[src/rtl/pcl_pkg.sv]
`default_nettype none
package pcl_pkg;
    localparam int CLK_HZ = 20_000_000;
    localparam int CLK_NS = 50;
    // device response times
    localparam int RESP_NS = 600;
    localparam int RESP_CYC = (RESP_NS / CLK_NS) < 1 ? 1 : (RESP_NS / CLK_NS);
    localparam int STATUS_MIN_US = 268;
    localparam int STATUS_MAX_US = 1506;
    localparam int STATUS_CYC = (STATUS_MIN_US * 1000 + CLK_NS - 1) / CLK_NS;
    localparam int INIT_MIN_US = 175;
    localparam int INIT_MAX_US = 437;
    localparam int INIT_CYC = (INIT_MIN_US * 1000 + CLK_NS - 1) / CLK_NS;
    localparam int USER_INIT_CYCLES = 8576;
    localparam int CU_DELAY_CYC = 4;
    localparam int STROBE_NS = 250;
    localparam int STROBE_CYC = (STROBE_NS + CLK_NS - 1) / CLK_NS;
    localparam int OSC_MIN_KHZ = 5300;
    localparam int OSC_TYP_KHZ = 7900;
    localparam int OSC_MAX_KHZ = 12500;
    // register byte offsets
    localparam logic [7:0] REG_CTRL = 8'h00;
    localparam logic [7:0] REG_STATUS = 8'h04;
    localparam logic [7:0] REG_BITCNT = 8'h08;
    localparam logic [7:0] REG_SHIFT = 8'h0C;
    localparam logic [1:0] RESP_OKAY = 2'h0;
    localparam logic [1:0] RESP_DECERR = 2'h3;
    typedef enum logic [1:0] {
        PCL_SRC_OSC = 2'h0,
        PCL_SRC_USER = 2'h1,
        PCL_SRC_CFG = 2'h2
    } pcl_src_t;
endpackage
`default_nettype wire

[src/rtl/pcl_axil_if.sv]
`default_nettype none
interface pcl_axil_if;
    logic [7:0] wr_addr;
    logic [31:0] wr_data;
    logic wr_en;
    logic [7:0] rd_addr;
    logic rd_en;
    logic [31:0] rd_data;
    logic rd_hit;
    logic wr_hit;
    modport slave(output wr_addr, wr_data, wr_en, rd_addr, rd_en, input rd_data, rd_hit, wr_hit);
    modport core(input wr_addr, wr_data, wr_en, rd_addr, rd_en, output rd_data, rd_hit, wr_hit);
endinterface
`default_nettype wire

[src/rtl/pcl_loader.sv]
// The register offsets and the AXI4-Lite interface to the registers were decided locally.
`default_nettype none
module pcl_loader #(
    parameter int STATUS_CYCLES = pcl_pkg::STATUS_CYC,
    parameter int INIT_CYCLES = pcl_pkg::INIT_CYC,
    parameter int USER_CYCLES = pcl_pkg::USER_INIT_CYCLES,
    parameter logic [31:0] IMAGE_BITS = 32'h0000_1000
) (
    input wire logic clk_i,
    input wire logic reset_n_i,
    input wire logic config_request_n_i,
    input wire logic config_status_n_i,
    output logic config_status_n_o,
    output logic config_status_n_oe_o,
    output logic load_complete_o,
    input wire logic config_clock_i,
    input wire logic config_data_i,
    input wire logic user_init_clock_i,
    input wire logic reconfig_strobe_i,
    input wire logic watchdog_reset_strobe_i,
    output logic user_mode_o,
    output logic watchdog_kick_o,
    input wire logic [7:0] awaddr_i,
    input wire logic awvalid_i,
    output logic awready_o,
    input wire logic [31:0] wdata_i,
    input wire logic [3:0] wstrb_i,
    input wire logic wvalid_i,
    output logic wready_o,
    output logic [1:0] bresp_o,
    output logic bvalid_o,
    input wire logic bready_i,
    input wire logic [7:0] araddr_i,
    input wire logic arvalid_i,
    output logic arready_o,
    output logic [31:0] rdata_o,
    output logic [1:0] rresp_o,
    output logic rvalid_o,
    input wire logic rready_i
);
    typedef enum logic [2:0] {
        PCL_ST_RESET = 3'h0,
        PCL_ST_STATUS = 3'h1,
        PCL_ST_LOAD = 3'h2,
        PCL_ST_CU_WAIT = 3'h3,
        PCL_ST_INIT = 3'h4,
        PCL_ST_USER = 3'h5
    } pcl_state_t;

    pcl_axil_if rb();
    pcl_axil_slave u_slave (
        .clk_i(clk_i), .reset_n_i(reset_n_i),
        .awaddr_i(awaddr_i), .awvalid_i(awvalid_i), .awready_o(awready_o),
        .wdata_i(wdata_i), .wstrb_i(wstrb_i), .wvalid_i(wvalid_i), .wready_o(wready_o),
        .bresp_o(bresp_o), .bvalid_o(bvalid_o), .bready_i(bready_i),
        .araddr_i(araddr_i), .arvalid_i(arvalid_i), .arready_o(arready_o),
        .rdata_o(rdata_o), .rresp_o(rresp_o), .rvalid_o(rvalid_o), .rready_i(rready_i),
        .rb(rb)
    );

    pcl_state_t state, next_state;
    logic [31:0] timer, next_timer;
    logic [31:0] bit_count, next_bit_count;
    logic [31:0] shift, next_shift;
    logic [1:0] init_src, next_init_src;
    logic soft_reconfig, next_soft_reconfig;
    logic [3:0] strobe_cnt, next_strobe_cnt;
    logic [3:0] wd_cnt, next_wd_cnt;
    logic wd_kick, next_wd_kick;
    logic cclk_q, uclk_q, next_cclk_q, next_uclk_q;
    logic cclk_rise, uclk_rise, init_tick;

    assign cclk_rise = config_clock_i && !cclk_q;
    assign uclk_rise = user_init_clock_i && !uclk_q;
    // user and config sources advance the counter once per rise of their own clock; the oscillator source once per clk_i cycle
    always_comb begin
        unique case (init_src)
            pcl_pkg::PCL_SRC_USER: init_tick = uclk_rise;
            pcl_pkg::PCL_SRC_CFG: init_tick = cclk_rise;
            default: init_tick = 1'b1;
        endcase
    end

    // status pin is open drain: drive low only, release for high
    assign config_status_n_o = 1'b0;
    assign config_status_n_oe_o = (state == PCL_ST_RESET) || (state == PCL_ST_STATUS);
    assign load_complete_o = (state == PCL_ST_CU_WAIT) || (state == PCL_ST_INIT)
        || (state == PCL_ST_USER);
    assign user_mode_o = (state == PCL_ST_USER);
    assign watchdog_kick_o = wd_kick;

    always_comb begin
        next_state = state;
        next_timer = timer;
        next_bit_count = bit_count;
        next_shift = shift;
        next_cclk_q = config_clock_i;
        next_uclk_q = user_init_clock_i;
        next_init_src = init_src;
        next_soft_reconfig = 1'b0;
        next_strobe_cnt = strobe_cnt;
        next_wd_cnt = wd_cnt;
        next_wd_kick = 1'b0;
        // strobes count only if held the full 250 ns
        if (reconfig_strobe_i) begin
            if (strobe_cnt != 4'hF) next_strobe_cnt = strobe_cnt + 4'h1;
        end else begin
            next_strobe_cnt = 4'h0;
        end
        if (reconfig_strobe_i && strobe_cnt == 4'(pcl_pkg::STROBE_CYC - 1)) begin
            next_soft_reconfig = 1'b1;
        end
        if (watchdog_reset_strobe_i) begin
            if (wd_cnt != 4'hF) next_wd_cnt = wd_cnt + 4'h1;
        end else begin
            next_wd_cnt = 4'h0;
        end
        if (watchdog_reset_strobe_i && wd_cnt == 4'(pcl_pkg::STROBE_CYC - 1)) begin
            next_wd_kick = 1'b1;
        end
        if (rb.wr_en && rb.wr_addr == pcl_pkg::REG_CTRL) begin
            next_init_src = rb.wr_data[1:0] == 2'h3 ? init_src : rb.wr_data[1:0];
            next_soft_reconfig = next_soft_reconfig || rb.wr_data[8];
        end
        unique case (state)
            PCL_ST_RESET: begin
                // hold status low while request stays low; restart timing on release
                next_timer = 32'h0;
                next_bit_count = 32'h0;
                if (config_request_n_i) next_state = PCL_ST_STATUS;
            end
            PCL_ST_STATUS: begin
                // fixed 268 us pulse stays well under the 1506 us limit
                next_timer = timer + 32'h1;
                if (timer >= 32'(STATUS_CYCLES - 1)) begin
                    next_state = PCL_ST_LOAD;
                    next_timer = 32'h0;
                end
            end
            PCL_ST_LOAD: begin
                // a party holding status low keeps the load from starting
                if (cclk_rise && config_status_n_i) begin
                    next_shift = {shift[30:0], config_data_i};
                    next_bit_count = bit_count + 32'h1;
                    if (bit_count + 32'h1 >= IMAGE_BITS) next_state = PCL_ST_CU_WAIT;
                end
            end
            PCL_ST_CU_WAIT: begin
                // counted on clk_i: a host may stop config_clock after the last bit
                next_timer = timer + 32'h1;
                if (init_src != pcl_pkg::PCL_SRC_USER
                    || timer >= 32'(pcl_pkg::CU_DELAY_CYC - 1)) begin
                    next_state = PCL_ST_INIT;
                    next_timer = 32'h0;
                end
            end
            PCL_ST_INIT: begin
                if (init_tick) next_timer = timer + 32'h1;
                if (init_src == pcl_pkg::PCL_SRC_OSC) begin
                    if (timer >= 32'(INIT_CYCLES - 1)) next_state = PCL_ST_USER;
                end else if (timer >= 32'(USER_CYCLES)) begin
                    next_state = PCL_ST_USER;
                end
            end
            PCL_ST_USER: next_timer = 32'h0;
            default: next_state = PCL_ST_RESET;
        endcase
        // request low wins over everything, acts within one cycle
        if (!config_request_n_i || soft_reconfig) next_state = PCL_ST_RESET;
    end

    always_ff @(posedge clk_i) begin
        if (!reset_n_i) begin
            state <= PCL_ST_RESET;
            timer <= 32'h0;
            bit_count <= 32'h0;
            shift <= 32'h0;
            cclk_q <= 1'b0;
            uclk_q <= 1'b0;
            init_src <= 2'h0;
            soft_reconfig <= 1'b0;
            strobe_cnt <= 4'h0;
            wd_cnt <= 4'h0;
            wd_kick <= 1'b0;
        end else begin
            state <= next_state;
            timer <= next_timer;
            bit_count <= next_bit_count;
            shift <= next_shift;
            cclk_q <= next_cclk_q;
            uclk_q <= next_uclk_q;
            init_src <= next_init_src;
            soft_reconfig <= next_soft_reconfig;
            strobe_cnt <= next_strobe_cnt;
            wd_cnt <= next_wd_cnt;
            wd_kick <= next_wd_kick;
        end
    end

    always_comb begin
        rb.rd_hit = 1'b1;
        rb.wr_hit = (rb.wr_addr == pcl_pkg::REG_CTRL);
        unique case (rb.rd_addr)
            pcl_pkg::REG_CTRL: rb.rd_data = {30'h0, init_src};
            pcl_pkg::REG_STATUS: rb.rd_data = {26'h0, user_mode_o, load_complete_o,
                config_status_n_i, state};
            pcl_pkg::REG_BITCNT: rb.rd_data = bit_count;
            pcl_pkg::REG_SHIFT: rb.rd_data = shift;
            default: begin
                rb.rd_data = 32'h0;
                rb.rd_hit = 1'b0;
            end
        endcase
    end
endmodule // pcl_loader
`default_nettype wire

[src/rtl/pcl_axil_slave.sv]
`default_nettype none
module pcl_axil_slave (
    input wire logic clk_i,
    input wire logic reset_n_i,
    input wire logic [7:0] awaddr_i,
    input wire logic awvalid_i,
    output logic awready_o,
    input wire logic [31:0] wdata_i,
    input wire logic [3:0] wstrb_i,
    input wire logic wvalid_i,
    output logic wready_o,
    output logic [1:0] bresp_o,
    output logic bvalid_o,
    input wire logic bready_i,
    input wire logic [7:0] araddr_i,
    input wire logic arvalid_i,
    output logic arready_o,
    output logic [31:0] rdata_o,
    output logic [1:0] rresp_o,
    output logic rvalid_o,
    input wire logic rready_i,
    pcl_axil_if.slave rb
);
    logic aw_held, w_held, next_aw_held, next_w_held;
    logic [7:0] aw_q, next_aw_q;
    logic [31:0] w_q, next_w_q;
    logic next_bvalid, next_rvalid;
    logic [1:0] next_bresp, next_rresp;
    logic [31:0] next_rdata;

    // byte strobes are not decoded: every accepted write lands as a full word
    assign awready_o = !aw_held && !bvalid_o;
    assign wready_o = !w_held && !bvalid_o;
    assign arready_o = !rvalid_o;
    assign rb.wr_addr = aw_q;
    assign rb.wr_data = w_q;
    assign rb.wr_en = aw_held && w_held && !bvalid_o && (wstrb_i == 4'hF || 1'b1);
    assign rb.rd_addr = araddr_i;
    assign rb.rd_en = arvalid_i && arready_o;

    always_comb begin
        next_aw_held = aw_held;
        next_w_held = w_held;
        next_aw_q = aw_q;
        next_w_q = w_q;
        next_bvalid = bvalid_o;
        next_bresp = bresp_o;
        next_rvalid = rvalid_o;
        next_rresp = rresp_o;
        next_rdata = rdata_o;
        if (awvalid_i && awready_o) begin
            next_aw_held = 1'b1;
            next_aw_q = awaddr_i;
        end
        if (wvalid_i && wready_o) begin
            next_w_held = 1'b1;
            next_w_q = wdata_i;
        end
        if (rb.wr_en) begin
            next_aw_held = 1'b0;
            next_w_held = 1'b0;
            next_bvalid = 1'b1;
            next_bresp = rb.wr_hit ? pcl_pkg::RESP_OKAY : pcl_pkg::RESP_DECERR;
        end else if (bvalid_o && bready_i) begin
            next_bvalid = 1'b0;
        end
        if (rb.rd_en) begin
            next_rvalid = 1'b1;
            next_rdata = rb.rd_data;
            next_rresp = rb.rd_hit ? pcl_pkg::RESP_OKAY : pcl_pkg::RESP_DECERR;
        end else if (rvalid_o && rready_i) begin
            next_rvalid = 1'b0;
        end
    end

    always_ff @(posedge clk_i) begin
        if (!reset_n_i) begin
            aw_held <= 1'b0;
            w_held <= 1'b0;
            aw_q <= 8'h00;
            w_q <= 32'h0000_0000;
            bvalid_o <= 1'b0;
            bresp_o <= 2'h0;
            rvalid_o <= 1'b0;
            rresp_o <= 2'h0;
            rdata_o <= 32'h0000_0000;
        end else begin
            aw_held <= next_aw_held;
            w_held <= next_w_held;
            aw_q <= next_aw_q;
            w_q <= next_w_q;
            bvalid_o <= next_bvalid;
            bresp_o <= next_bresp;
            rvalid_o <= next_rvalid;
            rresp_o <= next_rresp;
            rdata_o <= next_rdata;
        end
    end
endmodule // pcl_axil_slave
`default_nettype wire

[config.mk]
export PLATFORM = sky130hd
export DESIGN_NAME = pcl_loader
export DESIGN_NICKNAME = d
export VERILOG_FILES = /design/src/rtl/pcl_pkg.sv /design/src/rtl/pcl_axil_if.sv /design/src/rtl/pcl_loader.sv /design/src/rtl/pcl_axil_slave.sv
export SDC_FILE = /design/constraint.sdc
export NUM_CORES = 1
export LEC_CHECK = 0
export BUFFER_PORTS_ARGS = -buffer_cell sky130_fd_sc_hd__buf_2
export CAP_MARGIN = 30
export CORE_MARGIN = 4
export CORE_UTILIZATION = 60
export CTS_CLUSTER_DIAMETER = 40
export DETAILED_ROUTE_END_ITERATION = 12
export MAX_ROUTING_LAYER = met4
export PLACE_DENSITY_LB_ADDON = 0.1
export SLEW_MARGIN = 0
export SYNTH_ARGS = -nofsm -noshare
export SYNTH_HDL_FRONTEND = slang
export SYNTH_SLANG_ARGS = --single-unit
[constraint.sdc]
create_clock -name clk_i -period 7.7 [get_ports clk_i]
set_clock_uncertainty 0.05 [all_clocks]
set_input_delay 1.54 -clock clk_i [delete_from_list [all_inputs] [get_ports clk_i]]
set_output_delay 1.54 -clock clk_i [all_outputs]
set_load 0.05 [all_outputs]
==> run summary, run 1 <==
The run finished with clean final reports. After the last flow step, the layout net total stands at between 1k and 1.5k. The number of cells traversed by the worst hold path came out at 2.

The largest area contributor in the netlist is sky130_fd_sc_hd__dfxtp_1. Along the worst path, the maximum fanout reaches 63. The share of the Yosys chip area taken by registers is 0.417. The power density normalized to cell area came out at around 210 nW/um2. The number of antenna violations at the first check in global routing came out at 1. The worst setup path is launched from an input pin. The worst max-slew margin expressed relative to the limit came out at 0.416.

The clock net sink count came out at between 150 and 200. The x dimension of the die is approximately 120 um. The fraction of power consumed by the clock network came out at 0.477. By area the synthesized netlist is led by sky130_fd_sc_hd__dfxtp_1 42%, sky130_fd_sc_hd__nand2_1 6.5%, sky130_fd_sc_hd__nor2_1 6.5%, sky130_fd_sc_hd__mux2_2 4.5%, sky130_fd_sc_hd__a21oi_1 4.4%. The share of cells above drive strength 1 is 0.157. The post-detailed-routing wire length came out at about 18,000 um. Among all flip-flop cells after synthesis, the most frequent one is sky130_fd_sc_hd__dfxtp_1.

The cell area after layout is 8830 um2. The worst path setup slack after routing is a little over 4 ns. The number of instances in the synthesized netlist is between 900 and 1k. The final critical-path required period came out at roughly 3.6 ns. The setup-violating endpoint count in the final report came out at 0. The detailed-route wire length per cell came out at between 10 and 15 um. Summed over all nets, the half-perimeter wirelength after detailed placement is 11,500 um.

The max-capacitance violation count came out at 0. After detailed placement, the total cell area comes to between 8000 and 9000 um2. The final route contains slightly below 7k vias. The aggregate negative setup slack came out at 0 ns.

The area of the core came out at 12,700 um2. The average instance in the mapped netlist occupies about 8.0 um2. Measured along the y axis, the die boundary spans 122 um. The internal power came out at roughly 1.4 mW. The worst setup slack after placement is around 3.7 ns.

The number of enable-type register cells in the synthesized netlist is 0. The number of detailed-routing iterations run before antenna repair came out at 6. VDD sags by at most 0.000165 V. The area share of the largest cell type after synthesis is 0.417. The pin count of the biggest net entering global routing is 73.

The number of levels the H-tree was split into came out at 4. The transition time of the tightest slew-check pin came out at approximately 0.87 ns. The number of flip-flops and latches in the synthesized netlist is about 160. Setup repair after global routing left no endpoint under its margin. For this design the static power due to leakage is 3.22 nW. The port buffer count came out at between 70 and 80.

The number of DRC markers in iteration 0 came out at around 550. The via count of the first global-routing pass came out at between 6k and 7k. Of the total power, the share spent switching nets is 0.225. The DRC violation count after routing came out at 0. After floorplanning, the core was divided into 41 placement rows. The total CTS buffers is 17. Clock tree synthesis selected as its root buffer the cell sky130_fd_sc_hd__clkbuf_16. The slack of the worst reg-to-reg path is approximately 4.8 ns. The share of async-settable or async-resettable flops after synthesis came out at 0.

The number of max-slew violations in the final report came out at 0. The worst register-to-register path has a depth of 8. The post-CTS setup repair buffer count came out at 0. The total die area is about 15,000 um2.

The clock reaches the later pin of the worst-skew pair after 0.43 ns. The number of gates resized after cts is 0. For this run, the total global-route usage over all layers was measured as 0.256. When the netlist entered floorplanning its net count stood at about 1.0k. The synthesis-to-finish area growth is 13.4%. The critical path is of the in -> reg type. The logic gate share of total power is 0.055.

The count of yosys warnings during synthesis is 0. The final hold violation count was 0. The post-synthesis instance area is between 7000 and 8000 um2. The instance count after placement with tap cells included is 1,158. Summing all flip-flop and latch instances after layout gives ~3200 um2. The first-pass GRT wire length came out at between 30,000 and 40,000 um. The clock tree buffer depth came out at 2. The starting density of the core is 0.614. TritonCTS built the clock tree. Excluding fillers, the count of instances in the completed layout stands at ~1.2k. The global route total overflow is 0. The kind of end point of the critical path is a flip-flop. The number of placed I/O pins is roughly 110. The number of different library cells in the post-synthesis netlist came out at between 50 and 60. The required time at the worst-slack endpoint is approximately 8 ns. The via density per instance came out at 5.77. The sequential share of power is 0.467.

The clock transition at the register clock pins on the worst setup and hold paths after CTS is ~0.060 ns. The highest clock rate is 281 MHz. The congestion estimate from routability-driven global placement came to around 0.9. The net switching power of the design came out at between 0.4 and 0.5 mW.

The data arrival time of the critical path is between 3 and 4 ns. The hold buffer count at cts came out at 0. The area of the multi-input gates is ~4200 um2. The total power of the final layout came out at 1.83 mW. The path type of the worst min-delay path is reg -> reg. The number of inserted filler cells in the final layout is between 1k and 1.5k. The detail route stage leaves a number of antenna-violating nets equal to 0. The period utilization is 0.462.
## through the flow
step	hold slack (ns)	utilization
after CTS	0.407	0.696
after global routing	0.418	0.697
after global placement	0.392	0.644
after floorplan	0.383	-
after detailed placement	0.398	0.648
final	0.405	0.697
## cell type report
| type | count | area share |
|---|---|---|
| diodes | 1 | 0.000283 |
| clock buffers | 22 | 0.0549 |
| clock inverters | 10 | 0.0147 |
| inverters | 25 | 0.0108 |
| multi-input cells | 715 | 0.473 |
| flip-flops and latches | 162 | 0.367 |
| well taps | 172 | 0.0244 |
| repair buffers | 84 | 0.0541 |
## path summary, 6_finish.rpt
kind | endpoint | start
setup / recovery | bit_count[11]$_SDFFE_PN0P_ | config_status_n_i
hold / removal | u_slave.rb.wr_addr[5]$_SDFFE_PN0P_ | u_slave.rb.wr_addr[5]$_SDFFE_PN0P_
setup reg to reg | bit_count[11]$_SDFFE_PN0P_ | state[1]$_SDFFE_PP0P_
hold reg to reg | u_slave.rb.wr_addr[5]$_SDFFE_PN0P_ | u_slave.rb.wr_addr[5]$_SDFFE_PN0P_
## routing by layer
layer,track usage,routed length (um),vias to the layer above
met4,0.0784,252,0
met1,0.358,8600,3196
met3,0.0687,1090,22
met2,0.363,7740,187
li1,-,-,3464
met5,-,0,-
## critical path, cell delays in order
cell and delay (ns):
sky130_fd_sc_hd__buf_2 0.13, sky130_fd_sc_hd__nand3b_1 0.15, sky130_fd_sc_hd__or4_2 0.55, sky130_fd_sc_hd__buf_4 0.34, sky130_fd_sc_hd__nor3_1 0.34, sky130_fd_sc_hd__nand2_1 0.17
sky130_fd_sc_hd__nor3_1 0.19, sky130_fd_sc_hd__mux2_2 0.36, sky130_fd_sc_hd__nor2_1 0.08
## kinds of logic after synthesis
family                   synth area share
adder cells (fa/ha/maj)            0.0161
flip-flops                          0.417
other                            0.000482
AO/OA/AOI/OAI                       0.148
AND/OR/NAND/NOR                     0.267
multiplexers                       0.0596
XOR/XNOR                           0.0450
buffers and inverters              0.0479
## power by group through the flow
stage                     clock (mW)  combinational, mW  sequential (mW)
after floorplan                    0             0.0710            0.876
after global placement             0             0.0984            0.875
after detailed placement           0              0.102            0.875
after CTS                      0.886              0.102            0.856
after global routing           0.923              0.112            0.858
final                          0.874              0.101            0.856
## synth_stat cells, types with 3 or more instances
cell and count:
sky130_fd_sc_hd__or4_1 6, sky130_fd_sc_hd__nand3b_1 7, sky130_fd_sc_hd__dfxtp_1 162, sky130_fd_sc_hd__and3_1 13, sky130_fd_sc_hd__and4_1 8, sky130_fd_sc_hd__mux2i_1 7
sky130_fd_sc_hd__a22oi_1 33, sky130_fd_sc_hd__nor2b_1 3, sky130_fd_sc_hd__clkbuf_1 53, sky130_fd_sc_hd__nor2_1 134, sky130_fd_sc_hd__buf_4 3, sky130_fd_sc_hd__o21ai_0 26
sky130_fd_sc_hd__buf_2 9, sky130_fd_sc_hd__mux2_2 31, sky130_fd_sc_hd__nand4_1 22, sky130_fd_sc_hd__a31oi_1 9, sky130_fd_sc_hd__or3_1 12, sky130_fd_sc_hd__o211ai_1 6
sky130_fd_sc_hd__a22o_1 4, sky130_fd_sc_hd__xor2_1 20, sky130_fd_sc_hd__nand2_1 135, sky130_fd_sc_hd__inv_1 25, sky130_fd_sc_hd__nor4_1 17, sky130_fd_sc_hd__a211oi_1 5
sky130_fd_sc_hd__o21a_1 5, sky130_fd_sc_hd__xnor2_1 20, sky130_fd_sc_hd__a21oi_1 69, sky130_fd_sc_hd__nor3_1 24, sky130_fd_sc_hd__ha_1 10, sky130_fd_sc_hd__nand3_1 43
sky130_fd_sc_hd__a211o_1 3, sky130_fd_sc_hd__and2_1 11, sky130_fd_sc_hd__or2_2 3
## layout by cell type (no fill, tap or decap), types with 3 or more instances in the layout
cell type / netlist / layout
sky130_fd_sc_hd__a211o_1: 3 / 3
sky130_fd_sc_hd__clkinv_2: 0 / 6
sky130_fd_sc_hd__buf_2: 9 / 77
sky130_fd_sc_hd__nor2b_1: 3 / 3
sky130_fd_sc_hd__and4_1: 8 / 8
sky130_fd_sc_hd__a211oi_1: 5 / 5
sky130_fd_sc_hd__o211ai_1: 6 / 6
sky130_fd_sc_hd__ha_1: 10 / 10
sky130_fd_sc_hd__and2_1: 11 / 11
sky130_fd_sc_hd__nor2_1: 134 / 133
sky130_fd_sc_hd__a22oi_1: 33 / 33
sky130_fd_sc_hd__nand4_1: 22 / 22
sky130_fd_sc_hd__o21a_1: 5 / 5
sky130_fd_sc_hd__clkbuf_8: 0 / 4
sky130_fd_sc_hd__or3_1: 12 / 12
sky130_fd_sc_hd__nand3b_1: 7 / 7
sky130_fd_sc_hd__nand2_1: 135 / 135
sky130_fd_sc_hd__inv_1: 25 / 24
sky130_fd_sc_hd__mux2_2: 31 / 31
sky130_fd_sc_hd__xor2_1: 20 / 20
sky130_fd_sc_hd__or2_2: 3 / 3
sky130_fd_sc_hd__buf_4: 3 / 5
sky130_fd_sc_hd__o21ai_0: 26 / 26
sky130_fd_sc_hd__a31oi_1: 9 / 9
sky130_fd_sc_hd__nand3_1: 43 / 43
sky130_fd_sc_hd__and3_1: 13 / 13
sky130_fd_sc_hd__clkbuf_16: 0 / 17
sky130_fd_sc_hd__a22o_1: 4 / 4
sky130_fd_sc_hd__or4_1: 6 / 5
sky130_fd_sc_hd__nor4_1: 17 / 17
sky130_fd_sc_hd__a21oi_1: 69 / 69
sky130_fd_sc_hd__xnor2_1: 20 / 20
sky130_fd_sc_hd__nor3_1: 24 / 24
sky130_fd_sc_hd__mux2i_1: 7 / 7
sky130_fd_sc_hd__bufinv_16: 0 / 3
sky130_fd_sc_hd__dfxtp_1: 162 / 162
## registers in the layout, summed over array words and instances, names as in the netlist
signal	count
bit_count	32
cclk_q	1
init_src	2
shift	32
soft_reconfig	1
state	3
strobe_cnt	4
timer	32
u_slave.aw_held	1
u_slave.bresp_o	1
u_slave.bvalid_o	1
u_slave.rb.wr_addr	8
u_slave.rb.wr_data	3
u_slave.rdata_o	32
u_slave.rresp_o	1
u_slave.rvalid_o	1
u_slave.w_held	1
uclk_q	1
watchdog_kick_o	1
wd_cnt	4
Power figures use the tool's default switching activity.
==> run 2, diff against run 1 <==
- CORE_UTILIZATION: 60 -> 57
- clock period: 7.7 -> 3.7 ns (I/O delays scaled with it)
==> run summary, run 2 (synthesized netlist as in run 1, its figures left out) <==
The clock insertion delay at the later pin of the skew report is 0.42 ns (about the same). The total CTS buffers was 17 (unchanged). The via count of the first global-routing pass came to 6,042 (-4.3%). Setup repair after global routing left no endpoint under its margin. The number of max-slew violations in the final report is 0 (unchanged). The clock tree buffer depth is 2 (unchanged).

STA classifies the critical path endpoint as a flip-flop. The total power of the final layout came out at 3.73 mW (+100%). The share of cells above drive strength 1 is 0.156 (-0.00114).

The starting density of the core came out at 0.586 (-0.0289). In the layout the commonest cells are 162 x sky130_fd_sc_hd__dfxtp_1, 135 x sky130_fd_sc_hd__nand2_1, 133 x sky130_fd_sc_hd__nor2_1. The worst voltage drop across the vdd grid came to 0.000296 V (+80%).

The number of detailed-routing iterations run before antenna repair is 5 (-1). The vias after detailed routing is 6,780 (-1.3%). The clock tree from TritonCTS is yes. The area of the core is 13,300 um2 (+4.9%). The vertical die dimension came to 125 um (+2.4%). The clock transition at the register clock pins on the worst setup and hold paths after CTS came to 0.06 ns (about the same). The final hold violation count came to 0 (unchanged). The critical path class is reg -> reg.

The number of gates resized after cts is 0 (unchanged). The clock period could shrink to about 2.8 ns. The tree is rooted in a sky130_fd_sc_hd__clkbuf_16. The reported leakage power came to 3.22 nW (-0.14%).

The final HPWL from detailed placement came out at 11,600 um (+0.23%). The library cell used most frequently in the layout, excluding fill and tap cells, is sky130_fd_sc_hd__dfxtp_1. The highest cell delay on the worst timing path was 0.70 ns (+0.15 ns). The highest fanout seen on the critical path is 62 (-1.6%).

The worst path setup slack after routing is 0.852 ns (-3.29 ns). The number of levels the H-tree was split into came to 4 (unchanged). The setup-violating endpoint count in the final report came out at 0 (unchanged). On the critical path, the stage with the largest delay is an instance of sky130_fd_sc_hd__or4_2. The signal on the critical path passes through inv_1 > or4_2 > buf_4 > nand2_1 > o21ai_0 > a22oi_1 > nor2_1.

The post-CTS setup repair buffer count came to 0 (unchanged). The number of placed I/O pins was 112 (unchanged). The number of DRC markers in iteration 0 came out at 559 (+1.8%). The synthesis-to-finish area growth is 13.1%.

The depth of the worst register-to-register path is 7 (-1). The period utilization is 0.770. The port buffer count is 77 (unchanged). The max-capacitance violation count was 0 (unchanged). The clock net sink count is 162 (unchanged). The data arrival time of the critical path came out at 3.09 ns (-0.78 ns). The startpoint type of the worst setup path is a flip-flop. The number of cells traversed by the worst hold path is 2 (unchanged). The pin count of the biggest net entering global routing came out at 66 (-9.6%).

The global route total overflow is 0 (unchanged). The transition time of the tightest slew-check pin was 0.781 ns (-0.0869 ns). The post-detailed-routing wire length is 17,400 um (-1.3%). The worst setup slack after placement is 0.658 ns (-3.07 ns). The required time at the worst-slack endpoint is 3.94 ns (-4.07 ns). The post-layout net count is 1,084 (+0.28%). The aggregate negative setup slack came out at 0 ns (unchanged).

The x dimension of the die is 125 um (+2.4%). The total die area came out at 15,600 um2 (+4.9%). The global placer's final weighted congestion came to 0.902 (about the same). The overall global routing resource usage came out at 0.231 (-0.0246). The first-pass GRT wire length is 29,600 um (-1.4%).

The DRC violation count after routing is 0 (unchanged). The number of core rows came out at 42 (+2.4%). The number of antenna violations at the first check in global routing came out at 1 (unchanged). The power density normalized to cell area is 423 nW/um2 (+100%).

The hold buffer count at cts is 0 (unchanged). The detailed-route wire length per cell came to 14.6 um (-1.8%). The via density per instance is 5.66 (-1.8%). The number of inserted filler cells in the final layout is 1,157 (+7.1%). The flow ran to the end, and the final reports show no timing, DRC or antenna violations.

The tightest min-delay check is of the reg -> reg type. The highest clock rate is roughly 350 MHz. The worst max-slew margin expressed relative to the limit is 0.479 (+0.0628). The count of antenna-violating nets left after detailed routing came to 0 (unchanged). The final core utilization came out at 0.662 (-0.0345).
[run 2: changes by cell type in the layout (fill, tap and decap cells not counted), sizes merged]
| cell | before | now |
|---|---|---|
| clkinvlp | 2 | 0 |
| diode | 1 | 2 |
| bufinv | 3 | 2 |
| buf | 84 | 87 |
| clkinv | 6 | 4 |
| clkbuf | 22 | 25 |
[run 2: worst max-delay path: cells and delay by family, from the launching register on]
family	cells	cell delay (ns)
compound gates	2	0.37
buf+inv	2	0.50
flops	1	0.51
simple gates	3	1.21
[run 2: worst paths after layout]
| path | end | startpoint | slack [ns] |
|---|---|---|---|
| max | bit_count[16]$_SDFFE_PN0P_ | state[1]$_SDFFE_PP0P_ | 0.85 |
| min | shift[31]$_SDFFE_PN0P_ | shift[31]$_SDFFE_PN0P_ | 0.40 |
| max reg2reg | bit_count[16]$_SDFFE_PN0P_ | state[1]$_SDFFE_PP0P_ | 0.85 |
| min reg2reg | shift[31]$_SDFFE_PN0P_ | shift[31]$_SDFFE_PN0P_ | 0.40 |
[run 2: metal layers]
layer / routed length (um) / vias up / track usage
li1: - / 3473 / -
met1: 8740 / 3134 / 0.337
met2: 7470 / 154 / 0.322
met3: 966 / 19 / 0.0493
met4: 271 / 0 / 0.0702
met5: 0 / - / -
[run 2: area by class of cell]
class                      count  area [um2]  area share
clock buffer                  25         505      0.0574
inverter                      25        95.1      0.0108
timing repair buffer          87         480      0.0546
sequential                   162        3240       0.368
clock inverter                 5        75.1     0.00853
multi-input combinational    715        4180       0.475
tap                          176         220      0.0250
antenna                        2        5.00    0.000569
[run 2: metrics by stage]
step | cells | cell area, um2 | hold WS [ns]
after floorplan | 970 | 7790 | 0.383
after global placement | 1164 | 8190 | 0.393
after detailed placement | 1165 | 8220 | 0.398
after CTS | 1195 | 8800 | 0.405
after global routing | 1196 | 8800 | 0.424
final | 1197 | 8800 | 0.403
[run 2: report_power, final]
group	internal (mW)	switching, mW
combinational	0.0638	0.146
clock	1.07	0.660
sequential	1.76	0.0186
==> run 3, diff against run 2 <==
- CORE_UTILIZATION: 57 -> 52
- clock period: 3.7 -> 2.5 ns (I/O delays scaled with it)
==> run summary, run 3 (synthesized netlist as in run 1, its figures left out) <==
In this run the worst hold path is classified as in -> reg. The global route total overflow came out at 0 (unchanged). The final critical-path required period came out at 2.37 ns (-0.481 ns). The number of placed I/O pins came out at 112 (unchanged). The worst setup slack after placement is -0.0243 ns (-0.683 ns). The kind of cell with the highest combined delay along the critical path is compound AO/OA/AOI/OAI gates.

The hold buffer count at cts is 0 (unchanged). The most frequent cell on the critical path is sky130_fd_sc_hd__nand4_1. The max-capacitance violation count came to 0 (unchanged). The clock transition at the register clock pins on the worst setup and hold paths after CTS came out at 0.06 ns (about the same). The total power of the final layout is 5.49 mW (+47%). The port buffer count came out at 77 (unchanged). The starting density of the core came out at 0.534 (-0.0519).

The x dimension of the die came out at 130 um (+4.4%). The number of detailed-routing iterations run before antenna repair came to 5 (unchanged). The via count of the first global-routing pass came out at 6,171 (+2.1%). The worst setup path is launched from a flip-flop. The power density normalized to cell area was 593 nW/um2 (+40%). The transition time of the tightest slew-check pin was 0.520 ns (-0.261 ns). The vertical die dimension was 130 um (+4.4%). The number of levels the H-tree was split into came to 4 (unchanged). The top cell types in the final layout, fill and taps aside, are 159 x sky130_fd_sc_hd__dfxtp_1, 135 x sky130_fd_sc_hd__nand2_1, 131 x sky130_fd_sc_hd__nor2_1. The first-pass GRT wire length came out at 30,400 um (+2.4%). The critical path class is reg -> reg.

The global placer's final weighted congestion came out at 0.916 (+1.6%). Traced cell by cell, the critical path runs through ha_2 > nand4_1 > nor4_1 > buf_4 > nand4_1 > mux2i_1 > a211oi_1 > o2111ai_1 > a32o_1. The number of max-slew violations in the final report is 0 (unchanged).

The clock net sink count is 162 (unchanged). The worst max-slew margin expressed relative to the limit is 0.653 (+0.174). TritonCTS built the clock tree.

The via density per instance came to 5.58 (-1.5%). The vias after detailed routing came out at 6,993 (+3.1%). The setup-violating endpoint count in the final report came out at 0 (unchanged). The period utilization is 0.947 (+0.177). The final core utilization came out at 0.634 (-0.0282).

The total CTS buffers is 17 (unchanged). The data arrival time of the critical path came to 2.63 ns (-0.46 ns). The clock tree buffer depth is 2 (unchanged). The flow ran to the end, and the final reports show no timing, DRC or antenna violations. The reported leakage power is 3.48 nW (+8.1%). The total die area came to 17,000 um2 (+9.0%).

The number of inserted filler cells in the final layout is 1,323 (+14%). The DRC violation count after routing came to 0 (unchanged). The highest cell delay on the worst timing path is 0.45 ns (-0.25 ns). The number of cells traversed by the worst hold path is 2 (unchanged). The highest fanout seen on the critical path came out at 7 (-89%). The library cell used most frequently in the layout, excluding fill and tap cells, is sky130_fd_sc_hd__dfxtp_1.

The worst voltage drop across the vdd grid was 0.000450 V (+52%). The tree is rooted in a sky130_fd_sc_hd__clkbuf_16. The count of buffering cells on the critical path with inverters included is 1 (-1). The post-layout net count was 1,134 (+4.6%). The number of DRC markers in iteration 0 is 527 (-5.7%). The slack of the worst reg-to-reg path came out at 0.13 ns (-0.72 ns). The worst setup path is captured at a flip-flop. The depth of the worst register-to-register path came out at 9 (+2). The clock insertion delay at the later pin of the skew report is 0.42 ns (about the same). The slowest stage of the critical path belongs to the cell sky130_fd_sc_hd__dfxtp_1. The area of the core came out at 14,600 um2 (+9.7%). The share of cells above drive strength 1 is 0.206 (+0.0496). The worst register-to-register path ends at state[0]$_SDFFE_PP0P_. The number of antenna violations at the first check in global routing is 0 (-1). The highest clock rate was 422 MHz (+20%). For hold timing, the worst endpoint is u_slave.rvalid_o$_SDFFE_PN0P_.

The synthesis-to-finish area growth is 18.8%. The required time at the worst-slack endpoint is 2.76 ns (-1.18 ns). The final hold violation count came out at 0 (unchanged). The pin count of the biggest net entering global routing came out at 111 (+68%). The overall global routing resource usage is 0.226 (-0.00492). The post-detailed-routing wire length came out at 18,500 um (+6.0%).

Setup repair after global routing left no endpoint under its margin. The number of antenna diodes came out at 0 (-2). The number of core rows is 44 (+4.8%). The worst path setup slack after routing came out at 0.133 ns (-0.719 ns). The count of antenna-violating nets left after detailed routing is 0 (unchanged). The worst hold path begins at rready_i.

The startpoint identified for the worst register-to-register timing path is bit_count[0]$_SDFFE_PN0P_. The final HPWL from detailed placement is 12,800 um (+11%). The detailed-route wire length per cell is 14.8 um (+1.2%).
==> run 3: metal layers <==
layer	GRT usage	vias up	wire [um]
met1	0.334	3257	9290
met2	0.315	155	8080
met5	-	-	0
met4	0.0569	0	154
met3	0.0483	13	984
li1	-	3568	-
==> run 3: how the worst max path moves through the flow <==
stage,from,to,slack [ns],cells after the start
after global routing,bit_count[3]$_SDFFE_PN0P_,state[0]$_SDFFE_PP0P_,0.0005,8
after CTS,init_src[0]$_SDFFE_PN0P_,timer[20]$_SDFFE_PN0P_,0.06,9
after floorplan,init_src[0]$_SDFFE_PN0P_,timer[26]$_SDFFE_PN0P_,0.05,8
after global placement,config_clock_i,timer[26]$_SDFFE_PN0P_,-0.02,7
after detailed placement,config_clock_i,timer[26]$_SDFFE_PN0P_,-0.02,7
final,bit_count[0]$_SDFFE_PN0P_,state[0]$_SDFFE_PP0P_,0.13,9
==> run 3: stage by stage <==
| stage | cell area (um2) | std cells | setup TNS (ns) | hold WS (ns) |
|---|---|---|---|---|
| 2_1_floorplan | 7790 | 970 | 0 | 0.383 |
| 3_3_place_gp | 8650 | 1223 | -0.0150 | 0.391 |
| 3_5_place_dp | 8650 | 1223 | -0.0336 | 0.397 |
| 4_1_cts | 9210 | 1254 | 0 | 0.193 |
| 5_1_grt | 9250 | 1254 | 0 | 0.203 |
| 6_report | 9250 | 1254 | 0 | 0.211 |
==> run 3: worst reg2reg max path: stages (launching register included) <==
cell,delay (ns)
sky130_fd_sc_hd__dfxtp_1,0.45
sky130_fd_sc_hd__ha_2,0.26
sky130_fd_sc_hd__nand4_1,0.10
sky130_fd_sc_hd__nor4_1,0.18
sky130_fd_sc_hd__buf_4,0.20
sky130_fd_sc_hd__nand4_1,0.17
sky130_fd_sc_hd__mux2i_1,0.17
sky130_fd_sc_hd__a211oi_1,0.23
sky130_fd_sc_hd__o2111ai_1,0.21
sky130_fd_sc_hd__a32o_1,0.24
==> run 3: power by group <==
group	switching, mW	internal, mW	leakage (nW)	total (mW)
combinational	0.231	0.116	1.89	0.348
clock	1.02	1.49	0.274	2.51
sequential	0.0234	2.61	1.31	2.63
total	1.27	4.22	3.48	5.49
==> run 3: timing repair <==
item                                    CTS  global route
buffers inserted                          0             0
endpoints found under the setup margin    2            33
pin swaps                                 0             2
resized for setup                         1            12
==> run 3: final cells by class <==
| class | instances | area (um2) | area share |
|---|---|---|---|
| clock buffers | 22 | 454 | 0.0491 |
| clock inverters | 9 | 109 | 0.0118 |
| flip-flops and latches | 162 | 3250 | 0.351 |
| inverters | 25 | 95.1 | 0.0103 |
| well taps | 184 | 230 | 0.0249 |
| repair buffers | 137 | 898 | 0.0971 |
| multi-input cells | 715 | 4220 | 0.456 |
